===== src/ars_pkg.sv =====
/*
 * Package for the read-sectors command block: register map, field
 * positions, reset values, counts, the media carriers and the states.
 * Assumes a 32-bit register bus with byte addresses and a single 100 MHz clock.
 */
package ars_pkg;

	// Register map, one aligned 32-bit word each, data in the low bits
	localparam logic [7:0] ARS_OFS_DATA    = 8'h00;
	localparam logic [7:0] ARS_OFS_FEATURE = 8'h04;
	localparam logic [7:0] ARS_OFS_SECCNT  = 8'h08;
	localparam logic [7:0] ARS_OFS_SECNUM  = 8'h0c;
	localparam logic [7:0] ARS_OFS_CYLLO   = 8'h10;
	localparam logic [7:0] ARS_OFS_CYLHI   = 8'h14;
	localparam logic [7:0] ARS_OFS_DRVHEAD = 8'h18;
	localparam logic [7:0] ARS_OFS_CMDSTAT = 8'h1c;
	localparam logic [7:0] ARS_OFS_ERROR   = 8'h20;
	localparam logic [7:0] ARS_OFS_IRQSTAT = 8'h24;
	localparam logic [7:0] ARS_OFS_IRQMASK = 8'h28;

	// Command codes accepted as read sectors
	localparam logic [7:0] ARS_CMD_READ_RETRY   = 8'h20;
	localparam logic [7:0] ARS_CMD_READ_NORETRY = 8'h21;

	// Field positions
	localparam int ARS_DH_LBA   = 6;
	localparam int ARS_DH_DRV   = 4;
	localparam int ARS_ERR_UNC  = 6;
	localparam int ARS_ERR_IDNF = 4;
	localparam int ARS_IRQ_DRQ  = 0;
	localparam int ARS_IRQ_DONE = 1;
	localparam int ARS_IRQ_ERR  = 2;
	localparam logic [7:0] ARS_ERR_ZERO_MASK = 8'haf;

	// Reset values
	localparam logic [7:0] ARS_RST_TF   = 8'h00;
	localparam logic [2:0] ARS_RST_IRQ  = 3'h0;
	localparam logic       ARS_RST_WAIT = 1'b1;

	// Counts: 512-byte sectors moved as 16-bit words
	localparam int         ARS_SECTOR_BYTES = 512;
	localparam logic [8:0] ARS_SECTOR_WORDS = 9'(ARS_SECTOR_BYTES / 2);
	localparam logic [8:0] ARS_COUNT_ZERO   = 9'h100;

	// Geometry used to step a CHS address (plain defaults)
	localparam logic [7:0] ARS_CHS_SPT       = 8'h3f;
	localparam logic [3:0] ARS_CHS_LAST_HEAD = 4'hf;

	typedef struct packed {
		logic        lba;
		logic        drive;
		logic [27:0] addr;
	} ars_med_req_t;

	typedef struct packed {
		logic unc;
		logic idnf;
		logic corr;
	} ars_med_sts_t;

	typedef enum logic [1:0] {ARS_IDLE, ARS_FETCH, ARS_XFER} ars_state_t;

endpackage : ars_pkg


===== src/ars_addr_step.sv =====
/*
 * Next-sector address for the read-sectors block, LBA or CHS form.
 * Assumes CHS addresses are {head, cylinder, sector} with 1-based sectors.
 */
`timescale 1ns/1ns
module ars_addr_step
	import ars_pkg::*;
(
	input  wire logic        lba,
	input  wire logic [27:0] addr,
	output logic      [27:0] nxt
);
	wire [3:0]  head   = addr[27:24];
	wire [15:0] cyl    = addr[23:8];
	wire [7:0]  sect   = addr[7:0];
	wire        sect_w = (sect >= ARS_CHS_SPT);
	wire        head_w = (head == ARS_CHS_LAST_HEAD);

	// CHS wraps sector into head into cylinder; LBA is a plain count
	assign nxt = lba    ? 28'(addr + 28'h1) :
	             !sect_w ? {head, cyl, 8'(sect + 8'h1)} :
	             !head_w ? {4'(head + 4'h1), cyl, 8'h01} :
	                       {4'h0, 16'(cyl + 16'h1), 8'h01};
endmodule : ars_addr_step


===== src/ars_read_sectors.sv =====
/*
 * Read-sectors command interpreter: task file registers on an Avalon-MM
 * slave, command decode, sector sequencing toward a media engine, and
 * completion status. Assumes the media engine sits on the same clock and
 * answers each sector request with one status pulse, then 256 data words.
 */
// Overview of operation
// - Command codes 20h and 21h both start a read-sectors operation.
// - Reading begins at the address held in the task file at command time.
// - Consecutive sectors are sent until the requested count is delivered.
// - Drive/head bit 6 selects LBA, bit 4 drive; fields form the address.
// - At the end the task file holds the last good sector address, or the start address if the first sector fails.
// - On an unrecoverable error sector count holds sectors not transferred.
// - Only UNC and IDNF may be set in the error register.
`timescale 1ns/1ns
module ars_read_sectors
	import ars_pkg::*;
(
	input  wire logic         sys_clk,
	input  wire logic         rst_n,
	input  wire logic [7:0]   avs_address,
	input  wire logic         avs_read,
	input  wire logic         avs_write,
	input  wire logic [3:0]   avs_byteenable,
	input  wire logic [31:0]  avs_writedata,
	output logic      [31:0]  avs_readdata,
	output logic              avs_waitrequest,
	output logic              med_req_valid,
	output ars_med_req_t      med_req,
	input  wire logic         med_ack,
	input  wire ars_med_sts_t med_sts,
	input  wire logic         med_valid,
	input  wire logic [15:0]  med_data,
	output logic              med_ready,
	output logic              irq
);
	// Reset release through two flops; assertion stays asynchronous
	logic [1:0] rst_ff_q;
	always_ff @(posedge sys_clk or negedge rst_n) begin
		if (!rst_n) rst_ff_q <= 2'b00;
		else        rst_ff_q <= {rst_ff_q[0], 1'b1};
	end
	wire rst_sync_n = rst_ff_q[1];

	ars_state_t  st_q;
	logic [7:0]  feat_q, sc_q, sn_q, cl_q, ch_q, dh_q;
	logic [27:0] cur_q, good_q;
	logic [8:0]  remain_q, words_q;
	logic        lba_q, drv_q, unc_q, idnf_q, corr_q, err_q;
	logic        wait_q, req_v_q, ready_q, irq_q;
	logic [31:0] rdata_q;
	logic [2:0]  irq_st_q, irq_mask_q;
	logic [27:0] nxt_addr;

	// Bus decode: a request is answered once, then completes on the low wait
	wire       bus_req   = avs_read | avs_write;
	wire       xfer      = (st_q == ARS_XFER);
	wire       busy      = (st_q != ARS_IDLE);
	wire       data_rd   = avs_read && (avs_address == ARS_OFS_DATA);
	wire       go        = bus_req && wait_q && (!(data_rd && xfer) || med_valid);
	wire       commit_wr = avs_write && !wait_q && avs_byteenable[0];
	wire [7:0] wd        = avs_writedata[7:0];
	wire       tf_wr     = commit_wr && !busy;

	// Both retry flavours decode to the same command
	wire cmd_code = (wd == ARS_CMD_READ_RETRY) || (wd == ARS_CMD_READ_NORETRY);
	wire cmd_go   = tf_wr && (avs_address == ARS_OFS_CMDSTAT) && cmd_code;

	// Start address from the task file fields
	wire [27:0] tf_addr = {dh_q[3:0], ch_q, cl_q, sn_q};

	// Sector sequencing events
	wire sts_ack  = (st_q == ARS_FETCH) && med_ack;
	wire sts_bad  = sts_ack && (med_sts.unc || med_sts.idnf);
	wire pop      = go && data_rd && xfer;
	wire sec_done = pop && (words_q == 9'(ARS_SECTOR_WORDS - 9'h1));
	wire last_sec = (remain_q == 9'h001);
	wire finish   = sec_done && last_sec;
	wire abort    = sts_bad;
	wire wb       = finish || abort;

	// End-of-command writeback values
	wire [27:0] wb_addr = finish ? cur_q : good_q;
	wire [7:0]  wb_sc   = finish ? 8'h00 : remain_q[7:0];

	// Status: DRDY and DSC held set, DWF and IDX never set
	wire [7:0] status_w = {busy, 1'b1, 1'b0, 1'b1, xfer, corr_q, 1'b0, err_q};
	wire [7:0] error_w  = {1'b0, unc_q, 1'b0, idnf_q, 4'h0};

	// Interrupt events and write-one-to-clear; a new event beats the clear
	wire [2:0] irq_ev  = {abort, finish, sts_ack && !sts_bad};
	wire       irq_wr  = commit_wr && (avs_address == ARS_OFS_IRQSTAT);
	wire [2:0] irq_clr = irq_wr ? wd[2:0] : 3'h0;
	wire [2:0] irq_d   = (irq_st_q & ~irq_clr) | irq_ev;

	// Read mux; the write-only command reads as status, unmapped words read as zero
	wire [7:0] rd8 =
		(avs_address == ARS_OFS_SECCNT)  ? sc_q :
		(avs_address == ARS_OFS_SECNUM)  ? sn_q :
		(avs_address == ARS_OFS_CYLLO)   ? cl_q :
		(avs_address == ARS_OFS_CYLHI)   ? ch_q :
		(avs_address == ARS_OFS_DRVHEAD) ? dh_q :
		(avs_address == ARS_OFS_CMDSTAT) ? status_w :
		(avs_address == ARS_OFS_ERROR)   ? error_w :
		(avs_address == ARS_OFS_IRQSTAT) ? {5'h00, irq_st_q} :
		(avs_address == ARS_OFS_IRQMASK) ? {5'h00, irq_mask_q} : 8'h00;
	wire [31:0] rd_mux = (data_rd && xfer) ? {16'h0000, med_data} : {24'h000000, rd8};

	ars_addr_step u_step (
		.lba  (lba_q),
		.addr (cur_q),
		.nxt  (nxt_addr)
	);

	// Bus answer: one cycle of low wait with read data beside it
	always_ff @(posedge sys_clk or negedge rst_sync_n) begin
		if (!rst_sync_n) begin
			wait_q  <= ARS_RST_WAIT;
			rdata_q <= 32'h00000000;
			ready_q <= 1'b0;
		end else begin
			wait_q  <= !go;
			rdata_q <= go ? rd_mux : rdata_q;
			ready_q <= pop;
		end
	end

	// Host-written registers; feature_select is stored but steers nothing
	always_ff @(posedge sys_clk or negedge rst_sync_n) begin
		if (!rst_sync_n) begin
			feat_q     <= ARS_RST_TF;
			irq_mask_q <= ARS_RST_IRQ;
		end else begin
			if (tf_wr && avs_address == ARS_OFS_FEATURE) feat_q <= wd;
			if (commit_wr && avs_address == ARS_OFS_IRQMASK) irq_mask_q <= wd[2:0];
		end
	end

	// Task file: host writes while idle, device writes back at the end
	always_ff @(posedge sys_clk or negedge rst_sync_n) begin
		if (!rst_sync_n) begin
			{sc_q, sn_q, cl_q, ch_q, dh_q} <= {5{ARS_RST_TF}};
		end else if (wb) begin
			dh_q <= {dh_q[7:4], wb_addr[27:24]};
			ch_q <= wb_addr[23:16];
			cl_q <= wb_addr[15:8];
			sn_q <= wb_addr[7:0];
			sc_q <= wb_sc;
		end else if (tf_wr) begin
			if (avs_address == ARS_OFS_SECCNT)  sc_q <= wd;
			if (avs_address == ARS_OFS_SECNUM)  sn_q <= wd;
			if (avs_address == ARS_OFS_CYLLO)   cl_q <= wd;
			if (avs_address == ARS_OFS_CYLHI)   ch_q <= wd;
			if (avs_address == ARS_OFS_DRVHEAD) dh_q <= wd;
		end
	end

	// Sequencer: fetch a sector, stream its words, repeat until count spent
	always_ff @(posedge sys_clk or negedge rst_sync_n) begin
		if (!rst_sync_n) begin
			st_q    <= ARS_IDLE;
			req_v_q <= 1'b0;
		end else begin
			req_v_q <= 1'b0;
			case (st_q)
				ARS_IDLE: begin
					if (cmd_go) begin
						st_q    <= ARS_FETCH;
						req_v_q <= 1'b1;
					end
				end
				ARS_FETCH: begin
					if (sts_ack) st_q <= sts_bad ? ARS_IDLE : ARS_XFER;
				end
				ARS_XFER: begin
					if (finish) begin
						st_q <= ARS_IDLE;
					end else if (sec_done) begin
						st_q    <= ARS_FETCH;
						req_v_q <= 1'b1;
					end
				end
				default: st_q <= ARS_IDLE;
			endcase
		end
	end

	// Address and count tracking
	always_ff @(posedge sys_clk or negedge rst_sync_n) begin
		if (!rst_sync_n) begin
			{cur_q, good_q}  <= 56'h0;
			{lba_q, drv_q}   <= 2'b00;
			remain_q         <= 9'h000;
			words_q          <= 9'h000;
		end else if (cmd_go) begin
			cur_q    <= tf_addr;
			good_q   <= tf_addr;
			lba_q    <= dh_q[ARS_DH_LBA];
			drv_q    <= dh_q[ARS_DH_DRV];
			remain_q <= (sc_q == 8'h00) ? ARS_COUNT_ZERO : {1'b0, sc_q};
			words_q  <= 9'h000;
		end else if (sec_done) begin
			good_q   <= cur_q;
			cur_q    <= last_sec ? cur_q : nxt_addr;
			remain_q <= 9'(remain_q - 9'h1);
			words_q  <= 9'h000;
		end else if (pop) begin
			words_q  <= 9'(words_q + 9'h1);
		end
	end

	// Outcome flags, cleared when the next command starts
	always_ff @(posedge sys_clk or negedge rst_sync_n) begin
		if (!rst_sync_n) begin
			{unc_q, idnf_q, corr_q, err_q} <= 4'h0;
		end else if (cmd_go) begin
			{unc_q, idnf_q, corr_q, err_q} <= 4'h0;
		end else if (sts_ack) begin
			unc_q  <= med_sts.unc;
			idnf_q <= med_sts.idnf;
			corr_q <= corr_q | med_sts.corr;
			err_q  <= sts_bad;
		end
	end

	// Sticky interrupt status and masked level output
	always_ff @(posedge sys_clk or negedge rst_sync_n) begin
		if (!rst_sync_n) begin
			irq_st_q <= ARS_RST_IRQ;
			irq_q    <= 1'b0;
		end else begin
			irq_st_q <= irq_d;
			irq_q    <= |(irq_st_q & irq_mask_q);
		end
	end

	assign avs_readdata    = rdata_q;
	assign avs_waitrequest = wait_q;
	assign med_req_valid   = req_v_q;
	assign med_req         = '{lba: lba_q, drive: drv_q, addr: cur_q};
	assign med_ready       = ready_q;
	assign irq             = irq_q;
endmodule : ars_read_sectors


===== config.mk =====
export PLATFORM = sky130hd
export DESIGN_NAME = ars_read_sectors
export DESIGN_NICKNAME = d
export VERILOG_FILES = /design/src/ars_pkg.sv /design/src/ars_addr_step.sv /design/src/ars_read_sectors.sv
export SDC_FILE = /design/constraint.sdc
export NUM_CORES = 1
export LEC_CHECK = 0
export BUFFER_PORTS_ARGS = -buffer_cell sky130_fd_sc_hd__buf_2
export CORE_UTILIZATION = 40
export DETAILED_ROUTE_END_ITERATION = 8
export SYNTH_ARGS = -nofsm -noshare
export SYNTH_HDL_FRONTEND = slang
export SYNTH_SLANG_ARGS = --single-unit

===== constraint.sdc =====
create_clock -name sys_clk -period 8.6 [get_ports sys_clk]
set_input_delay 0.43 -clock sys_clk [delete_from_list [all_inputs] [get_ports sys_clk]]
set_output_delay 0.43 -clock sys_clk [all_outputs]
set_load 0.005 [all_outputs]

# Yosys cells after proc, flatten, opt, wreduce, memory -nomap -nowiden
# Index checks and enable logic that the tools add are counted.
# totals
reg_bits	166
input_bits	69
out_inout_bits	66
# classes
n_addsub	6
n_lt_le_gt_ge	1
n_eq_ne	20
mux	60
bitwise	7
n_reduce_logical	53
# op_table
operator	n
$mux W28	9
$mux W8	19
$mux W9	6
$eq A8 B6 Y1 const B	5
$eq A8 B5 Y1 const B	4
$add A28 B1 Y28 const B	1
$logic_and A1 B1 Y1	18
$reduce_bool A2 Y1	9
$add A16 B1 Y16 const B	1
$eq A8 B4 Y1 const B	2
$logic_not A8 Y1	2
$mux W16	1
$mux W4	3
$reduce_and A2 Y1	6
$mux W1	11
$mux W2	5
$add A9 B1 Y9 const B	1
$eq A9 B1 Y1 const B	1
$eq A9 B8 Y1 const B	1
$mux W3	3
$reduce_and A3 Y1	3
$reduce_bool A3 Y1	3
$sub A9 B1 Y9 const B	1
$add A8 B1 Y8 const B	1
other kinds (20)	31

# Logic depth before layout (Yosys ltp)
# logic_depth
depth_word	13
depth_mapped	10
ltp_nobuf	9

# Cells and area by module
# A second synthesis with hierarchy kept.
# unflattened
cells_unflattened	895
area_unflattened_um2	8516.9
# by_module_without_submodules
module	n_inst	cells_each	area_per_inst_um2	seq_area_each_um2
ars_read_sectors	1	777	7689.9	3754.9
ars_addr_step	1	118	827.0	0.0

# Worst setup path after synthesis
# Ideal clock, no wire load.
# synth_timing
kind	input -> register
start	in avs_address[3]
end	reg cur_q[17]
setup_ps	132
arrival_time_ps	2380
required_time_ps	8468
slack_ps	6089
cell_stages	8
n_path_buf	1
cell_sequence	or4_1 or4_4 inv_6 and3_1 buf_4 nand2_4 o41ai_2 a21oi_1
# synth_via
elab_chain_cells	11
# synth_lines
element	line	source
start: declaration	ars_read_sectors.sv:21	input wire logic [7:0] avs_address,
$logic_not A8 Y1 (*)	ars_read_sectors.sv:59	wire data_rd = avs_read && (avs_address == ARS_OFS_DATA);
$logic_and A1 B1 Y1 (*)	ars_read_sectors.sv:59	
$logic_and A1 B1 Y1	ars_read_sectors.sv:60	wire go = bus_req && wait_q && (!(data_rd && xfer) || med_valid);
$logic_not A1 Y1	ars_read_sectors.sv:60	
$logic_or A1 B1 Y1	ars_read_sectors.sv:60	
$logic_and A1 B1 Y1	ars_read_sectors.sv:60	
$logic_and A1 B1 Y1 (*) (2 in series)	ars_read_sectors.sv:75	wire pop = go && data_rd && xfer;
net pop	ars_read_sectors.sv:75	
$logic_and A1 B1 Y1 (*)	ars_read_sectors.sv:76	wire sec_done = pop && (words_q == 9'(ARS_SECTOR_WORDS - 9'h1));
$reduce_bool A2 Y1 (no line) (*)	--	
$reduce_and A4 Y1 (no line) (*)	--	
end signal: assignment	ars_read_sectors.sv:196	cur_q <= tf_addr;
end signal: assignment	ars_read_sectors.sv:204	cur_q <= last_sec ? cur_q : nxt_addr;
end: declaration	ars_read_sectors.sv:47	logic [27:0] cur_q, good_q;
# The timed path passes the listed nets; every way through them passes the cells marked *.
# A chain may end at the register's enable or synchronous reset.

# Worst setup path in the final report
# layout_timing
start	in avs_address[2]
end	reg cur_q[13]
# The elaborated chain is that of the path after synthesis.

==> run summary <==
=================================================================================================
Worst-path fanout max ..............................................................           29
Post-synthesis cell count ..........................................................          926
Critical path data arrival time ....................................................      3.47 ns
Number of distinct library cell variants in the gate-level netlist after synthesis .           80
Data required time at the worst endpoint ...........................................      8.95 ns
Yosys top cell area share ..........................................................        45.0%
Maximum number of pins on one net before global-route repair .......................           79
Worst setup path category ..........................................................       in2reg
Instance count on the critical path ................................................            8
Initial antenna violation count ....................................................            0
Number of H-tree levels ............................................................            4
Hold path startpoint ...............................................................  med_data[8]
Main synth FF type .................................................................      dfrtp_1
Filler Cell Count ..................................................................        1,986
Final count of pins violating max slew .............................................            0
Max_slew headroom ..................................................................        30.8%
Setup slack of the worst register-to-register path .................................      5.58 ns
Cell type group with the largest total delay on the critical path .................. simple AND/OR/NAND/NOR gates
Vias ...............................................................................        7,437
Library cell contributing the largest single delay on the critical path ............        or4_1
Number of storage elements in the synthesis netlist ................................          150
Cell types with the largest area share after synthesis ............................. dfrtp_1 (45%), nand2_1 (5.3%), nor2_1 (4.8%)
Number of enable-type register cells in the synthesized netlist ....................            0
Total iterations of the first detailed-routing run .................................            5
Multi-input gate area ..............................................................     4160 µm²
Clock buffers created by TritonCTS .................................................           17
Sequential Area ....................................................................     3760 µm²
Yosys warning count ................................................................            0
Maximum capacitance violations .....................................................            0
Fmax ...............................................................................      320 MHz
Post-synthesis average cell area ...................................................     8.94 µm²
DR DRC count .......................................................................            0
Initial standard-cell utilization of the core ......................................        40.9%
Synthesized cell area ..............................................................     8280 µm²
Unrepaired setup endpoints after global routing ....................................           no
Cell type contributing the most total cell area after synthesis ....................      dfrtp_1
Number of nets with antenna violations after detailed routing ......................            0
Max Buffers Root-to-Sink ...........................................................            2
Cell chain of the critical path .................................................... buf_2, or4_1, or4_4, inv_6, nand3_1, nor2_1, o221ai_1, a21oi_1
Number of global-route vias before repair ..........................................        6,747
Result of the run ..................................................................    completed
Die span in y ......................................................................       146 µm
Origin of the critical flop-to-flop path ...........................................     cur_q[0]
Count of antenna diodes in the layout ..............................................            0
Ratio of cells with drive above 1 in the final layout ..............................        16.6%
Initial DRC count ..................................................................          685
Pre-CTS worst setup slack ..........................................................      5.09 ns
TritonCTS clock tree ...............................................................          yes
Detailed placer's ending HPWL ......................................................      17.9 mm
Global placer's final weighted congestion ..........................................        0.935
Leakage power summed over all cells ................................................      4.16 nW
Die Area ...........................................................................   21,300 µm²
Setup fix buffers added after clock tree synthesis .................................            0
Actual slew at the worst max-slew pin ..............................................      1.03 ns
Final Hold Vio Count ...............................................................            0
Most frequent standard cell in the layout excluding fill and tap cells .............      dfrtp_1
Standard cell core area ............................................................   20,200 µm²
Post-layout net count ..............................................................        1,064
Final Core Density .................................................................        46.6%
Clock tree skew after final layout .................................................   0.00586 ns
Total I/O pin count ................................................................          135
Die Width ..........................................................................       146 µm
Worst Path Buf+Inv .................................................................            2
Sequential-to-total area share from yosys stat .....................................        45.3%
Worst-case hold path end point ..................................................... avs_readdata[8]
GRT Resource Usage Total ...........................................................        24.4%
Number of setup violations in the final report .....................................            0
Clock transition at path regs ......................................................      0.06 ns
Power per cell area ................................................................   170 nW/µm²
Congestion Overflow GR .............................................................            0
Clock root buffer master ...........................................................    clkbuf_16
Time the worst path needs with I/O delays and setup ................................      3.12 ns
Number of clock sinks seen by CTS ..................................................          150
Worst setup margin .................................................................      5.48 ns
Part of the cycle the worst path needs .............................................        36.3%
Hold WC Path Type ..................................................................       in2reg
Number of cell instances on the worst register-to-register path ....................            7
Highest-count cells in the layout ignoring fill and taps ........................... dfrtp_1 (148), nand2_1 (118), nor2_1 (103)
First-pass GRT wire length .........................................................      40.1 mm
Largest stage delay, worst path ....................................................      0.73 ns
Critical path startpoint category .................................................. primary input
Cell depth of the worst min-delay path .............................................            2
Peak supply drop ...................................................................    0.0940 mV
Final hold slack ...................................................................     0.218 ns
Clock latency at the later pin of the worst-skew pair ..............................      0.43 ns
Total number of placement rows .....................................................           52
Area growth from synthesis to final layout .........................................        13.9%
Detail-routed via count per cell ...................................................         5.85
I/O Buffers ........................................................................           91
Type of element capturing the critical path ........................................     register
RR Endpoint ........................................................................    cur_q[10]
Setup TNS after final layout .......................................................         0 ns
Wire length per cell after detailed routing ........................................      19.9 µm
Async S/R FF share, synth ..........................................................         100%
Wire length reported by the detailed router ........................................      25.3 mm
=================================================================================================
-- synthesized netlist by cell type, types with 17 or more instances --
library cell	instances
dfrtp_1	149
nand2_1	118
nor2_1	105
o21ai_0	61
a31oi_1	54
clkbuf_1	37
a22oi_1	35
a21oi_1	34
nand3_1	34
buf_4	24
nor3_1	18
mux2i_1	17
-- layer usage --
metal	track usage [%]	share of wire, %
met4	9.89	2.5
met2	34.2	43
met5	0	0
met3	4.58	7.0
met1	36.7	48
-- stage by stage --
stage | cells | total power (W) | cell area [µm²]
3_3_place_gp | 1239 | 0.000871 | 8840
4_1_cts | 1272 | 0.00161 | 9430
6_report | 1272 | 0.00160 | 9430
3_5_place_dp | 1239 | 0.000873 | 8840
2_1_floorplan | 941 | 0.000829 | 8340
5_1_grt | 1272 | 0.00166 | 9430
-- kinds of logic (layout without fill, tap and decap cells) --
| family | after synthesis | in the layout | synth area share, % |
|---|---|---|---|
| adders and majority gates | 6 | 6 | 0.907 |
| other | 2 | 17 | 0.0907 |
| muxes | 23 | 23 | 3.01 |
| xor gates and xnor gates | 18 | 18 | 1.90 |
| buffers and inverters | 85 | 146 | 5.33 |
| and+or+nand+nor | 372 | 372 | 21.6 |
| AOI/OAI and AO/OA | 270 | 270 | 21.8 |
| DFF | 150 | 150 | 45.3 |
-- power by group --
group | total [W] | switching [W] | internal [W] | leakage [nW]
logic | 0.0000947 | 0.0000601 | 0.0000346 | 1.87
registers | 0.000767 | 0.0000343 | 0.000732 | 2.02
clock network | 0.000743 | 0.000314 | 0.000429 | 0.273
total | 0.00160 | 0.000408 | 0.00120 | 4.16
-- sequential cells by signal (all words and copies together), names as in the netlist, 2 cells and up --
| signal | cells |
|---|---|
| cur_q | 28 |
| good_q | 28 |
| avs_readdata | 16 |
| remain_q | 9 |
| words_q | 9 |
| ch_q | 8 |
| cl_q | 8 |
| dh_q | 8 |
| sc_q | 8 |
| sn_q | 8 |
| irq_mask_q | 3 |
| irq_st_q | 3 |
| rst_ff_q | 2 |
| st_q | 2 |
-- how the worst max path moves through the flow --
stage | from | to | slack, ns
floorplan | rst_ff_q[1] | avs_readdata[0] | 4.11
global placement | avs_address[2] | cur_q[13] | 5.11
detailed placement | avs_address[1] | cur_q[0] | 5.09
CTS | avs_address[1] | cur_q[0] | 5.54
global route | avs_address[1] | cur_q[0] | 5.20
finish | avs_address[2] | cur_q[13] | 5.48
-- layout make-up --
type	count	share of cell area, %
Clock buffer	18	4.55
Clock inverter	14	1.62
Inverter	10	0.451
Multi-Input combinational cell	706	44.1
Sequential cell	150	39.9
Tap cell	270	3.58
Timing Repair Buffer	104	5.89
-- timing repair --
action                                  4_1_cts  5_1_grt
endpoints found under the setup margin        0        0
resized for setup                             0        0
hold endpoints to repair                      2        0
hold buffers                                  1        0
Note: power is estimated with default switching activity, not from simulation.
